File: src/logic/tcmc_pkg.sv
/*
 timecode mode controller package: mode codes, register offsets, field
 positions, reset values and timing counts.
 assumes a 100 MHz system clock and the plain register port of the top.
*/
// Contract
// Timecode is received on the input port and sent on the output port.
// Mode off: nothing embedded in files, nothing driven on output.
// Free run: counter always advances, output always driven (code: with stop-mute on, driven only while recording or paused).
// Free and record run accept jam and restart loads of the counter.
// Record run: counter advances only while recording.
// Record run: counter freezes on record stop and on mode entry.
// Clock run: counter runs; loaded from clock at power-up, change, entry.
// Chase modes: counter follows incoming timecode.
// Auto-record chase: recording starts when valid input code appears.
// Auto-record chase: recording ends when input code ceases.
// Stop-mute option decides output drive while recording is stopped.
// Output keeps running during pause even with stop-mute on.
// Stop-mute is unavailable in off and chase modes.
// Continuity in chase: generate internally while input is absent.
// Clock sync option locks the audio clock to incoming timecode.
// With sync on and input absent, audio clock uses internal source.
// Continuity and sync unavailable in off and internal modes.
// Generated timecode is stored with the recorded audio.
// Six modes encoded in three bits, zero meaning off.
// Jam loads the counter with the value received on the input.
package tcmc_pkg;

   // ==========================================================
   // modes
   typedef enum logic [2:0] {
      TCMC_OFF      = 3'h0,
      TCMC_FREE     = 3'h1,
      TCMC_RECRUN   = 3'h2,
      TCMC_RTCRUN   = 3'h3,
      TCMC_CHASE    = 3'h4,
      TCMC_CHASE_AR = 3'h5
   } tcmc_mode_t;

   // time of day, binary fields
   typedef struct packed {
      logic [4:0] hours;
      logic [5:0] minutes;
      logic [5:0] seconds;
      logic [4:0] frames;
   } tcmc_time_t;

   // ==========================================================
   // register map (word offsets)
   localparam logic [3:0] TCMC_CTRL_OFS    = 4'h0;
   localparam logic [3:0] TCMC_LOAD_OFS    = 4'h1;
   localparam logic [3:0] TCMC_CMD_OFS     = 4'h2;
   localparam logic [3:0] TCMC_STATUS_OFS  = 4'h3;
   localparam logic [3:0] TCMC_COUNT_OFS   = 4'h4;
   localparam logic [3:0] TCMC_RATE_OFS    = 4'h5;

   // control fields
   localparam int TCMC_MODE_LSB   = 0;
   localparam int TCMC_MUTE_BIT   = 4;
   localparam int TCMC_CONT_BIT   = 5;
   localparam int TCMC_SYNC_BIT   = 6;
   // command fields (write one to act)
   localparam int TCMC_JAM_BIT     = 0;
   localparam int TCMC_RESTART_BIT = 1;
   localparam int TCMC_RTCCHG_BIT  = 2;
   // status fields
   localparam int TCMC_VALID_BIT  = 0;
   localparam int TCMC_AREC_BIT   = 1;
   localparam int TCMC_DRIVE_BIT  = 2;
   localparam int TCMC_INTCLK_BIT = 3;
   localparam int TCMC_EMBED_BIT  = 4;

   localparam logic [31:0] TCMC_CTRL_RST = 32'h0000_0000;

   // ==========================================================
   // timing
   localparam int CLK_HZ            = 100_000_000;
   localparam int TCMC_FPS_DEF      = 30;
   localparam int TCMC_FRAME_CYCLES = CLK_HZ / TCMC_FPS_DEF;
   // input counts as lost after this long without a new frame
   localparam int TCMC_LOSS_MS      = 100;
   localparam int TCMC_LOSS_CYCLES  = (CLK_HZ / 1000) * TCMC_LOSS_MS;

endpackage

File: src/logic/tcmc_top.sv
/*
 timecode mode controller: internal counter, chase, auto record,
 output gating, audio clock source select, register port.
 assumes decoded input frames arrive as a pin-domain strobe plus value,
 and that the record/pause state comes from on-chip logic on clk.
*/
// The plain strobed port and the register offsets were chosen for this implementation.
`timescale 1ns/1ns
module tcmc_top
   import tcmc_pkg::*;
#(
   parameter int FRAME_CYCLES = TCMC_FRAME_CYCLES,
   parameter int LOSS_CYCLES  = TCMC_LOSS_CYCLES
)(
   // clock and reset
   input  wire logic        clk,
   input  wire logic        reset,
   input  wire logic        clk_en,
   // register port
   input  wire logic [3:0]  reg_addr,
   input  wire logic [31:0] reg_wdata,
   input  wire logic        reg_wr,
   input  wire logic        reg_rd,
   output logic      [31:0] reg_rdata,
   // timecode input port (pin domain)
   input  wire logic        tc_in_strobe,
   input  tcmc_time_t       tc_in_value,
   // real-time clock
   input  tcmc_time_t       rtc_time,
   // recorder state
   input  wire logic        recording,
   input  wire logic        paused,
   // timecode output port
   output tcmc_time_t       tc_out_value,
   output logic             tc_out_enable,
   output logic             tc_out_frame,
   // recorder control and file stamping
   output logic             auto_rec_start,
   output logic             auto_rec_stop,
   output tcmc_time_t       file_tc,
   output logic             file_tc_valid,
   // audio sample clock source: 1 = locked to incoming code
   output logic             audio_clk_ext
);

   // ==========================================================
   // registers
   tcmc_mode_t  mode_reg;
   tcmc_mode_t  prev_mode_reg;
   logic        mute_reg, cont_reg, sync_reg;
   tcmc_time_t  load_reg;
   logic [4:0]  fps_reg;
   tcmc_time_t  count_reg;
   logic [31:0] tick_cnt_reg;
   logic        rec_d_reg;
   logic        pow_reg;

   logic        is_int, is_chase;
   assign is_int   = (mode_reg == TCMC_FREE) || (mode_reg == TCMC_RECRUN)
                     || (mode_reg == TCMC_RTCRUN);
   assign is_chase = (mode_reg == TCMC_CHASE)
                     || (mode_reg == TCMC_CHASE_AR);

   logic cmd_jam, cmd_restart, cmd_rtcchg;
   logic wr_cmd;
   assign wr_cmd      = reg_wr && (reg_addr == TCMC_CMD_OFS);
   assign cmd_jam     = wr_cmd && reg_wdata[TCMC_JAM_BIT];
   assign cmd_restart = wr_cmd && reg_wdata[TCMC_RESTART_BIT];
   assign cmd_rtcchg  = wr_cmd && reg_wdata[TCMC_RTCCHG_BIT];

   // ==========================================================
   // input synchroniser: strobe toggles are not assumed, strobe is a
   // level held at least two clocks by the decoder
   logic       strb_s1_reg, strb_s2_reg, strb_s3_reg;
   tcmc_time_t in_s1_reg, in_s2_reg;
   always_ff @(posedge clk) begin
      if (reset) begin
         strb_s1_reg <= 1'b0;
         strb_s2_reg <= 1'b0;
         strb_s3_reg <= 1'b0;
         in_s1_reg   <= '0;
         in_s2_reg   <= '0;
      end else if (clk_en) begin
         strb_s1_reg <= tc_in_strobe;
         strb_s2_reg <= strb_s1_reg;
         strb_s3_reg <= strb_s2_reg;
         in_s1_reg   <= tc_in_value;
         in_s2_reg   <= in_s1_reg;
      end
   end
   logic in_frame;
   assign in_frame = strb_s2_reg && !strb_s3_reg;

   // ==========================================================
   // incoming code presence
   logic [31:0] loss_cnt_reg;
   logic        in_valid_reg;
   always_ff @(posedge clk) begin
      if (reset) begin
         loss_cnt_reg <= '0;
         in_valid_reg <= 1'b0;
      end else if (clk_en) begin
         if (in_frame) begin
            loss_cnt_reg <= '0;
            in_valid_reg <= 1'b1;
         end else if (loss_cnt_reg >= 32'(LOSS_CYCLES - 1)) begin
            in_valid_reg <= 1'b0;
         end else begin
            loss_cnt_reg <= loss_cnt_reg + 32'h0000_0001;
         end
      end
   end

   // ==========================================================
   // control register and options
   always_ff @(posedge clk) begin
      if (reset) begin
         mode_reg <= TCMC_OFF;
         mute_reg <= 1'b0;
         cont_reg <= 1'b0;
         sync_reg <= 1'b0;
         load_reg <= '0;
         fps_reg  <= 5'(TCMC_FPS_DEF);
      end else if (clk_en && reg_wr) begin
         if (reg_addr == TCMC_CTRL_OFS) begin
            mode_reg <= tcmc_mode_t'(reg_wdata[TCMC_MODE_LSB +: 3]);
            mute_reg <= reg_wdata[TCMC_MUTE_BIT];
            cont_reg <= reg_wdata[TCMC_CONT_BIT];
            sync_reg <= reg_wdata[TCMC_SYNC_BIT];
         end
         if (reg_addr == TCMC_LOAD_OFS)
            load_reg <= tcmc_time_t'(reg_wdata[21:0]);
         if (reg_addr == TCMC_RATE_OFS && reg_wdata[4:0] != 5'h00)
            fps_reg <= reg_wdata[4:0];
      end
   end

   // options only take effect in modes where they exist
   logic mute_eff, cont_eff, sync_eff;
   assign mute_eff = mute_reg && is_int;
   assign cont_eff = cont_reg && is_chase;
   assign sync_eff = sync_reg && is_chase;

   // ==========================================================
   // frame tick
   logic tick;
   assign tick = (tick_cnt_reg >= 32'(FRAME_CYCLES - 1));
   always_ff @(posedge clk) begin
      if (reset)
         tick_cnt_reg <= '0;
      else if (clk_en)
         tick_cnt_reg <= tick ? '0 : tick_cnt_reg + 32'h0000_0001;
   end

   function automatic tcmc_time_t tc_inc(input tcmc_time_t t,
                                        input logic [4:0] fps);
      tcmc_time_t r;
      r = t;
      if (t.frames >= fps - 5'h01) begin
         r.frames = '0;
         if (t.seconds == 6'h3B) begin
            r.seconds = '0;
            if (t.minutes == 6'h3B) begin
               r.minutes = '0;
               r.hours   = (t.hours == 5'h17) ? 5'h00 : t.hours + 5'h01;
            end else begin
               r.minutes = t.minutes + 6'h01;
            end
         end else begin
            r.seconds = t.seconds + 6'h01;
         end
      end else begin
         r.frames = t.frames + 5'h01;
      end
      return r;
   endfunction

   // ==========================================================
   // internal counter
   logic advance;
   always_comb begin
      unique case (mode_reg)
         TCMC_FREE:   advance = tick;
         TCMC_RECRUN: advance = tick && recording;
         TCMC_RTCRUN: advance = tick;
         TCMC_CHASE, TCMC_CHASE_AR:
            advance = tick && !in_valid_reg && cont_eff;
         default:     advance = 1'b0;
      endcase
   end

   logic manual_ok;
   assign manual_ok = (mode_reg == TCMC_FREE) || (mode_reg == TCMC_RECRUN);

   always_ff @(posedge clk) begin
      if (reset) begin
         count_reg     <= '0;
         prev_mode_reg <= TCMC_OFF;
         pow_reg       <= 1'b1;
      end else if (clk_en) begin
         prev_mode_reg <= mode_reg;
         pow_reg       <= 1'b0;
         if (mode_reg == TCMC_RTCRUN && (pow_reg || cmd_rtcchg
             || prev_mode_reg != TCMC_RTCRUN))
            count_reg <= rtc_time;
         else if (manual_ok && cmd_jam)
            count_reg <= in_s2_reg;
         else if (manual_ok && cmd_restart)
            count_reg <= load_reg;
         else if (is_chase && in_frame)
            count_reg <= in_s2_reg;
         else if (advance)
            count_reg <= tc_inc(count_reg, fps_reg);
      end
   end

   // ==========================================================
   // auto record in auto-record chase mode only
   always_ff @(posedge clk) begin
      if (reset) begin
         auto_rec_start <= 1'b0;
         auto_rec_stop  <= 1'b0;
         rec_d_reg      <= 1'b0;
      end else if (clk_en) begin
         rec_d_reg      <= in_valid_reg;
         auto_rec_start <= (mode_reg == TCMC_CHASE_AR)
                           && in_valid_reg && !rec_d_reg;
         auto_rec_stop  <= (mode_reg == TCMC_CHASE_AR)
                           && !in_valid_reg && rec_d_reg;
      end
   end

   // ==========================================================
   // outputs: port drive, file stamp, audio clock source
   logic drive;
   always_comb begin
      if (mode_reg == TCMC_OFF)
         drive = 1'b0;
      else if (mute_eff)
         drive = recording || paused;
      else
         drive = 1'b1;
   end

   always_ff @(posedge clk) begin
      if (reset) begin
         tc_out_value  <= '0;
         tc_out_enable <= 1'b0;
         tc_out_frame  <= 1'b0;
         file_tc       <= '0;
         file_tc_valid <= 1'b0;
         audio_clk_ext <= 1'b0;
      end else if (clk_en) begin
         tc_out_value  <= count_reg;
         tc_out_enable <= drive;
         tc_out_frame  <= drive && tick;
         file_tc       <= count_reg;
         file_tc_valid <= (mode_reg != TCMC_OFF) && recording;
         audio_clk_ext <= sync_eff && in_valid_reg;
      end
   end

   // ==========================================================
   // register read, data in the cycle after the strobe
   always_ff @(posedge clk) begin
      if (reset) begin
         reg_rdata <= '0;
      end else if (clk_en) begin
         reg_rdata <= '0;
         if (reg_rd) begin
            unique case (reg_addr)
               TCMC_CTRL_OFS:
                  reg_rdata <= {25'h0, sync_reg, cont_reg, mute_reg,
                                1'b0, mode_reg};
               TCMC_LOAD_OFS:   reg_rdata <= {10'h000, load_reg};
               TCMC_STATUS_OFS:
                  reg_rdata <= {27'h0, file_tc_valid, audio_clk_ext,
                                tc_out_enable, rec_d_reg, in_valid_reg};
               TCMC_COUNT_OFS:  reg_rdata <= {10'h000, count_reg};
               TCMC_RATE_OFS:   reg_rdata <= {27'h0, fps_reg};
               default:         reg_rdata <= '0;
            endcase
         end
      end
   end

endmodule

File: config.mk
export PLATFORM = sky130hd
export DESIGN_NAME = tcmc_top
export DESIGN_NICKNAME = d
export VERILOG_FILES = /design/src/logic/tcmc_pkg.sv /design/src/logic/tcmc_top.sv
export SDC_FILE = /design/constraint.sdc
export NUM_CORES = 1
export LEC_CHECK = 0
export BUFFER_PORTS_ARGS = -buffer_cell sky130_fd_sc_hd__buf_2
export CAP_MARGIN = 40
export CORE_ASPECT_RATIO = 0.6
export CORE_UTILIZATION = 40
export CTS_CLUSTER_SIZE = 24
export DETAILED_ROUTE_END_ITERATION = 16
export HOLD_SLACK_MARGIN = 0.02
export PLACE_DENSITY = 0.7
export SYNTH_ARGS = -nofsm -noshare
export SYNTH_HDL_FRONTEND = slang
export SYNTH_SLANG_ARGS = --single-unit
File: constraint.sdc
create_clock -name clk -period 2.3 [get_ports clk]
set_input_delay 0.46 -clock clk [delete_from_list [all_inputs] [get_ports clk]]
set_output_delay 0.46 -clock clk [all_outputs]
set_load 0.1 [all_outputs]
# [Yosys cells after proc, flatten, opt, wreduce, memory -nomap -nowiden]
# Cells that the tools add are included.
# W data, S select, Z words.
[totals] register_bits=232 out_inout_bits=82
[classes] mux=22 n_addsub=7 eq_ne=15 n_lt_le_gt_ge=3 reduce_logical=53
[op_table] operator="$mux W22" n=6
[op_table] operator="$pmux W22 S5" n=1
[op_table] operator="$mux W32" n=3
[op_table] operator="$add A32 B1 Y32 const B" n=2
[op_table] operator="$ge A32 B22 Y1 const B" n=1
[op_table] operator="$ge A32 B24 Y1 const B" n=1
[op_table] operator="$reduce_bool A5 Y1" n=5
[op_table] operator="$logic_and A1 B1 Y1" n=24
[op_table] operator="$mux W17" n=1
[op_table] operator="$mux W5" n=3
[op_table] operator="$add A6 B1 Y6 const B" n=2
[op_table] operator="$eq A6 B6 Y1 const B" n=2
[op_table] operator="$mux W6" n=2
[op_table] operator="$reduce_and A2 Y1" n=6
[op_table] operator="$mux W11" n=1
[op_table] operator="$add A5 B1 Y5 const B" n=2
[op_table] operator="$eq A4 B2 Y1 const B" n=2
[op_table] operator="$eq A4 B3 Y1 const B" n=2
[op_table] operator="$eq A3 B2 Y1 const B" n=2
[op_table] operator="$eq A3 B3 Y1 const B" n=2
[op_table] operator="$logic_or A1 B1 Y1" n=6
[op_table] operator="$eq A5 B5 Y1 const B" n=1
[op_table] operator="$ge A5 B5 Y1" n=1
[op_table] operator="$reduce_and A5 Y1" n=1
[op_table] operator="other kinds (15)" n=21

# [Logic depth before layout (Yosys ltp)]
[depth] depth_word=10 depth_mapped=12 mapped_depth_nobuf=11

# [Worst setup path before layout]
# Ideal clock, no wire load.
[synth_timing] kind="flip-flop to flip-flop" start="reg fps_reg[0]" end="reg count_reg[10] (netlist name)" slack_ns=0.011 synth_period_minus_slack_ns=2.289 setup_ns=0.125 arrival_time_ns=2.164 t_required_ns=2.175 n_path_buf=1 stages_incl_launch_ff=12 path_cell_list="dfxtp_1 inv_1 ha_1 nand2_1 xor2_1 ha_1 or2_2 and2_1 a32o_2 buf_4 o21ai_0 a31oi_1"
[synth_via] elab_chain_cells=4
[synth_lines] item="start, declared" line_no="tcmc_top.sv:52" rtl="logic [4:0] fps_reg;"
[synth_lines] item="start signal, assigned" line_no="tcmc_top.sv:123" rtl="fps_reg <= 5'(TCMC_FPS_DEF);"
[synth_lines] item="start signal, assigned" line_no="tcmc_top.sv:134" rtl="fps_reg <= reg_wdata[4:0];"
[synth_lines] item="$sub A5 B1 Y5" line_no="tcmc_top.sv:159" rtl="if (t.frames >= fps - 5'h01) begin"
[synth_lines] item="$ge A5 B5 Y1" line_no="tcmc_top.sv:159"
[synth_lines] item="$reduce_bool A5 Y1 (no line)"
[synth_lines] item="$reduce_and A3 Y1 (no line)"
[synth_lines] item="end signal, assigned" line_no="tcmc_top.sv:205" rtl="count_reg <= rtc_time;"
[synth_lines] item="end signal, assigned" line_no="tcmc_top.sv:207" rtl="count_reg <= in_s2_reg;"
[synth_lines] item="end signal, assigned" line_no="tcmc_top.sv:209" rtl="count_reg <= load_reg;"
[synth_lines] item="end, declared" line_no="tcmc_top.sv:53" rtl="tcmc_time_t count_reg;"
# Every way passes these cells.
# A chain may end at the register's enable or synchronous reset.

# [Worst setup path in the final report]
[layout_timing] start="reg fps_reg[1]" end="reg count_reg[15] (netlist name)"
[layout_via] elab_chain_cells=4
[layout_lines] item="$sub A5 B1 Y5" line_no="tcmc_top.sv:159"
[layout_lines] item="$ge A5 B5 Y1" line_no="tcmc_top.sv:159"
[layout_lines] item="$reduce_bool A5 Y1 (no line)"
[layout_lines] item="$reduce_and A4 Y1 (no line)"
# Every way passes these cells.

==> impl_metrics.yaml <==
outcome:
  outcome: "complete, but fails checks"
  violations: "setup timing"
pwr:
  power_density_mw_per_mm2: 609.6
  peakVddDrop_v: 0.0003543
  power_leakage_nw: 5.247
  p_total_w: 0.007714
timing:
  tns_ns: -0.01687
  finalWorstSetupSlack_ns: -0.01687
  min_period_over_period_pct: 100.7
  finalSetupViolCount: 1
  slew_headroom_pct: 48.06
  tightest_slew_ns: 0.7762
  period_minus_slack_ns: 2.317
  rsz0062_at_grt: "yes"
  skew_ns: 0.01115
  max_clock_freq_ghz: 0.4316
  finalHoldViolations: 0
  drv_slew: 0
die:
  fp-row-count: 45
  start_util_pct: 41.55
  fp.dieW_um: 213.3
  core_area_mm2: 0.02579
  die_h_um: 128.8
  die-area_mm2: 0.02747
  ios: 170
synth:
  avgSynthCellArea_um2: 8.683
  synth_warnings: 0
  syn_inst: 1234
  syn_area_mm2: 0.01072
  yosysSeqAreaShare_pct: 41.48
  ys_ff_latch: 222
  synthArstFlopShare_pct: 0
  ys.flop_type: "dfxtp_1"
  synth_edf_count: 0
  synth_cell_types: 83
route:
  drt-total-wl_um: 33270
  num_vias: 9897
  drt_pass1_iterations: 5
  drc: 0
  avgRoutedWirePerCell_um: 19.10
  drtIter0Drc: 1156
  viasPerCell: 5.681
  ant_nets: 0
placement:
  place_congestion: 0.9560
  portBuffers: 149
  dp_hpwl_um: 24440
  placed_area_mm2: 0.01188
global_route:
  grt_pass1_wl_um: 50400
  grt_start_max_net_pins: 69
  grt.met1_usage_pct: 37.74
  grt.total_usage_pct: 23.75
  antenna_found_initial: 2
  top_usage_layer: "met1"
  grt_use_met2_pct: 28.80
  met3_usage_pct: 9.251
  grt_pass1_vias: 8807
  overflow: 0
cells_and_area:
  finish.net_count: 1480
  n_fill_cell: 2466
  drive_above_1_share_pct: 22.61
  fin_util_pct: 49.07
  stdcell_area_mm2: 0.01265
  area_delta_synth_final_pct: 18.10
critical_path:
  end_kind: "register"
  path_cells: "nor3_4, xnor2_1, ha_1, o211ai_1, o21ai_2, nand4_1, o2bb2ai_4, buf_12, buf_8, o21ai_2, a31oi_1"
  cp_slowest_stage_delay_ns: 0.36
  path_max_fanout: 5
  cp_common_cell: "o21ai_2"
  crit_type: "register to register"
  critPathLaunchType: "register"
  arrival_ns: 2.75
  rr_worst_depth: 11
  critPathSlowestCell: "dfxtp_4"
  crit_required_ns: 2.74
hold_path:
  hp-class: "input port to register"
  hold_path_depth: 3
clock_network:
  cts_max_level: 1
  clkTransAtPathRegs_ns: 0.07
  cts_buffer_depth: 3
  cts.sinks: 222
  clk_latency_ns: 0.51
  clock-root-buffer: "clkbuf_16"
  numCtsBuffers: 21
  cts_tree: "done"
flow_run:
  drv_cap: 0
-- layout make-up --
cell class	count	area [um^2]	share of cell area, %
tap	352	440.4	3.480
clock inverter	5	31.28	0.2472
clock buffer	28	571.8	4.518
timing repair buffer	222	1360	10.75
antenna	1	2.502	0.01977
inverter	18	67.56	0.5339
multi-input combinational	894	5727	45.25
sequential	222	4454	35.20
-- power breakdown --
part | total (W) | switching [W] | internal (W)
logic | 0.000524 | 0.000348 | 0.000176
clock network | 0.00325 | 0.00150 | 0.00174
registers | 0.00394 | 0.0000515 | 0.00389
-- synthesized netlist by cell type (3+ instances only) --
cell type / number / share of area, %
nand4_1: 24 / 1.4
mux2i_1: 82 / 7.7
dfxtp_1: 222 / 41
xnor2_1: 16 / 1.3
and3_1: 13 / 0.76
inv_1: 18 / 0.63
a22oi_1: 31 / 2.2
a221o_1: 4 / 0.37
o21ai_0: 48 / 2.2
nor4_1: 6 / 0.35
o21a_1: 3 / 0.21
a31oi_1: 11 / 0.64
ha_1: 13 / 1.5
a32oi_1: 5 / 0.41
o221ai_1: 7 / 0.57
clkbuf_1: 43 / 1.5
nor2b_1: 6 / 0.35
and2_1: 17 / 0.99
a22o_1: 18 / 1.5
a221oi_1: 4 / 0.33
nand2b_1: 6 / 0.35
nand4bb_1: 6 / 0.63
nor2_1: 172 / 6.0
or3_1: 22 / 1.3
o211ai_1: 9 / 0.63
nand3_1: 30 / 1.4
a2bb2oi_1: 6 / 0.49
and4_1: 6 / 0.49
buf_6: 3 / 0.32
a211o_1: 4 / 0.33
mux2_2: 4 / 0.42
a211oi_1: 12 / 0.84
o22ai_1: 12 / 0.70
nand2_1: 106 / 3.7
buf_4: 41 / 2.9
xor2_1: 19 / 1.6
o221a_2: 3 / 0.32
or2_2: 7 / 0.41
a21oi_1: 88 / 4.1
buf_2: 20 / 0.93
nor3_1: 13 / 0.61
nor3b_1: 3 / 0.21
-- final timing paths --
check	startpoint	to	slack, ns
setup / recovery	fps_reg[1]$_SDFFE_PP1P_	count_reg[15]$_SDFFE_PP0P_	-0.02
setup reg to reg	fps_reg[1]$_SDFFE_PP1P_	count_reg[15]$_SDFFE_PP0P_	-0.02
hold / removal	reg_wdata[12]	load_reg[12]$_SDFFE_PP0P_	0.18
hold reg to reg	auto_rec_stop$_SDFFE_PP0P_	auto_rec_stop$_SDFFE_PP0P_	0.46
-- layer usage --
| layer | vias to the layer above | share of wire, % |
|---|---|---|
| met5 | - | 0 |
| met1 | 4677 | 50 |
| li1 | 4687 | - |
| met2 | 496 | 35 |
| met3 | 37 | 13 |
| met4 | 0 | 1.5 |
-- critical path, delay by kind of cell, from the launching register on --
kind / cells / cell delay, ns
AO/OA/AOI/OAI: 5 / 0.81
buffers and inverters: 2 / 0.26
flip-flops: 1 / 0.36
AND/OR/NAND/NOR: 2 / 0.36
adder cells (fa/ha/maj): 1 / 0.33
XOR/XNOR: 1 / 0.11
-- what timing repair did --
item	CTS	global route
setup endpoints to repair	18	22
pin swaps	8	14
resized for setup	10	32
buffers inserted	3	3
cloned	2	0
hold buffers	0	0
-- cells by family (layout without fill, tap and decap cells) --
family,after synthesis,count (layout),synth area share (%)
compound gates,288,289,18.10
xor+xnor,36,36,3.013
fa+ha+maj,13,13,1.518
buf+inv,128,273,6.375
flops,222,222,41.48
mux,86,86,8.080
other cells,1,11,0.03500
simple gates,460,460,21.40
-- placed cells by master (no fill, tap or decap), types with 7 or more instances in the layout --
| master | n |
|---|---|
| o21ai_0 | 39 |
| nand3_1 | 30 |
| a22oi_1 | 31 |
| a21oi_1 | 88 |
| nand2_1 | 106 |
| o21ai_1 | 7 |
| buf_2 | 147 |
| and3_1 | 13 |
| buf_4 | 69 |
| xnor2_1 | 16 |
| xor2_1 | 19 |
| clkbuf_16 | 21 |
| inv_1 | 16 |
| o221ai_1 | 7 |
| or3_1 | 22 |
| mux2i_1 | 82 |
| conb_1 | 10 |
| nand4_1 | 24 |
| dfxtp_1 | 218 |
| a211oi_1 | 10 |
| and2_1 | 16 |
| ha_1 | 11 |
| o211ai_1 | 9 |
| a22o_1 | 17 |
| o22ai_1 | 12 |
| nor3_1 | 11 |
| a31oi_1 | 11 |
| nor2_1 | 170 |
-- stage by stage --
stage | hold WS [ns] | setup WS (ns) | cells
3_3_place_gp | 0.4426 | -0.03161 | 1702
2_1_floorplan | 0.4233 | 0.01118 | 1243
3_5_place_dp | 0.4448 | -0.09014 | 1702
5_1_grt | 0.1916 | -0.07542 | 1742
4_1_cts | 0.1727 | -0.01491 | 1740
6_report | 0.1797 | -0.01687 | 1742
No activity file was read; power rests on OpenSTA's default activity.
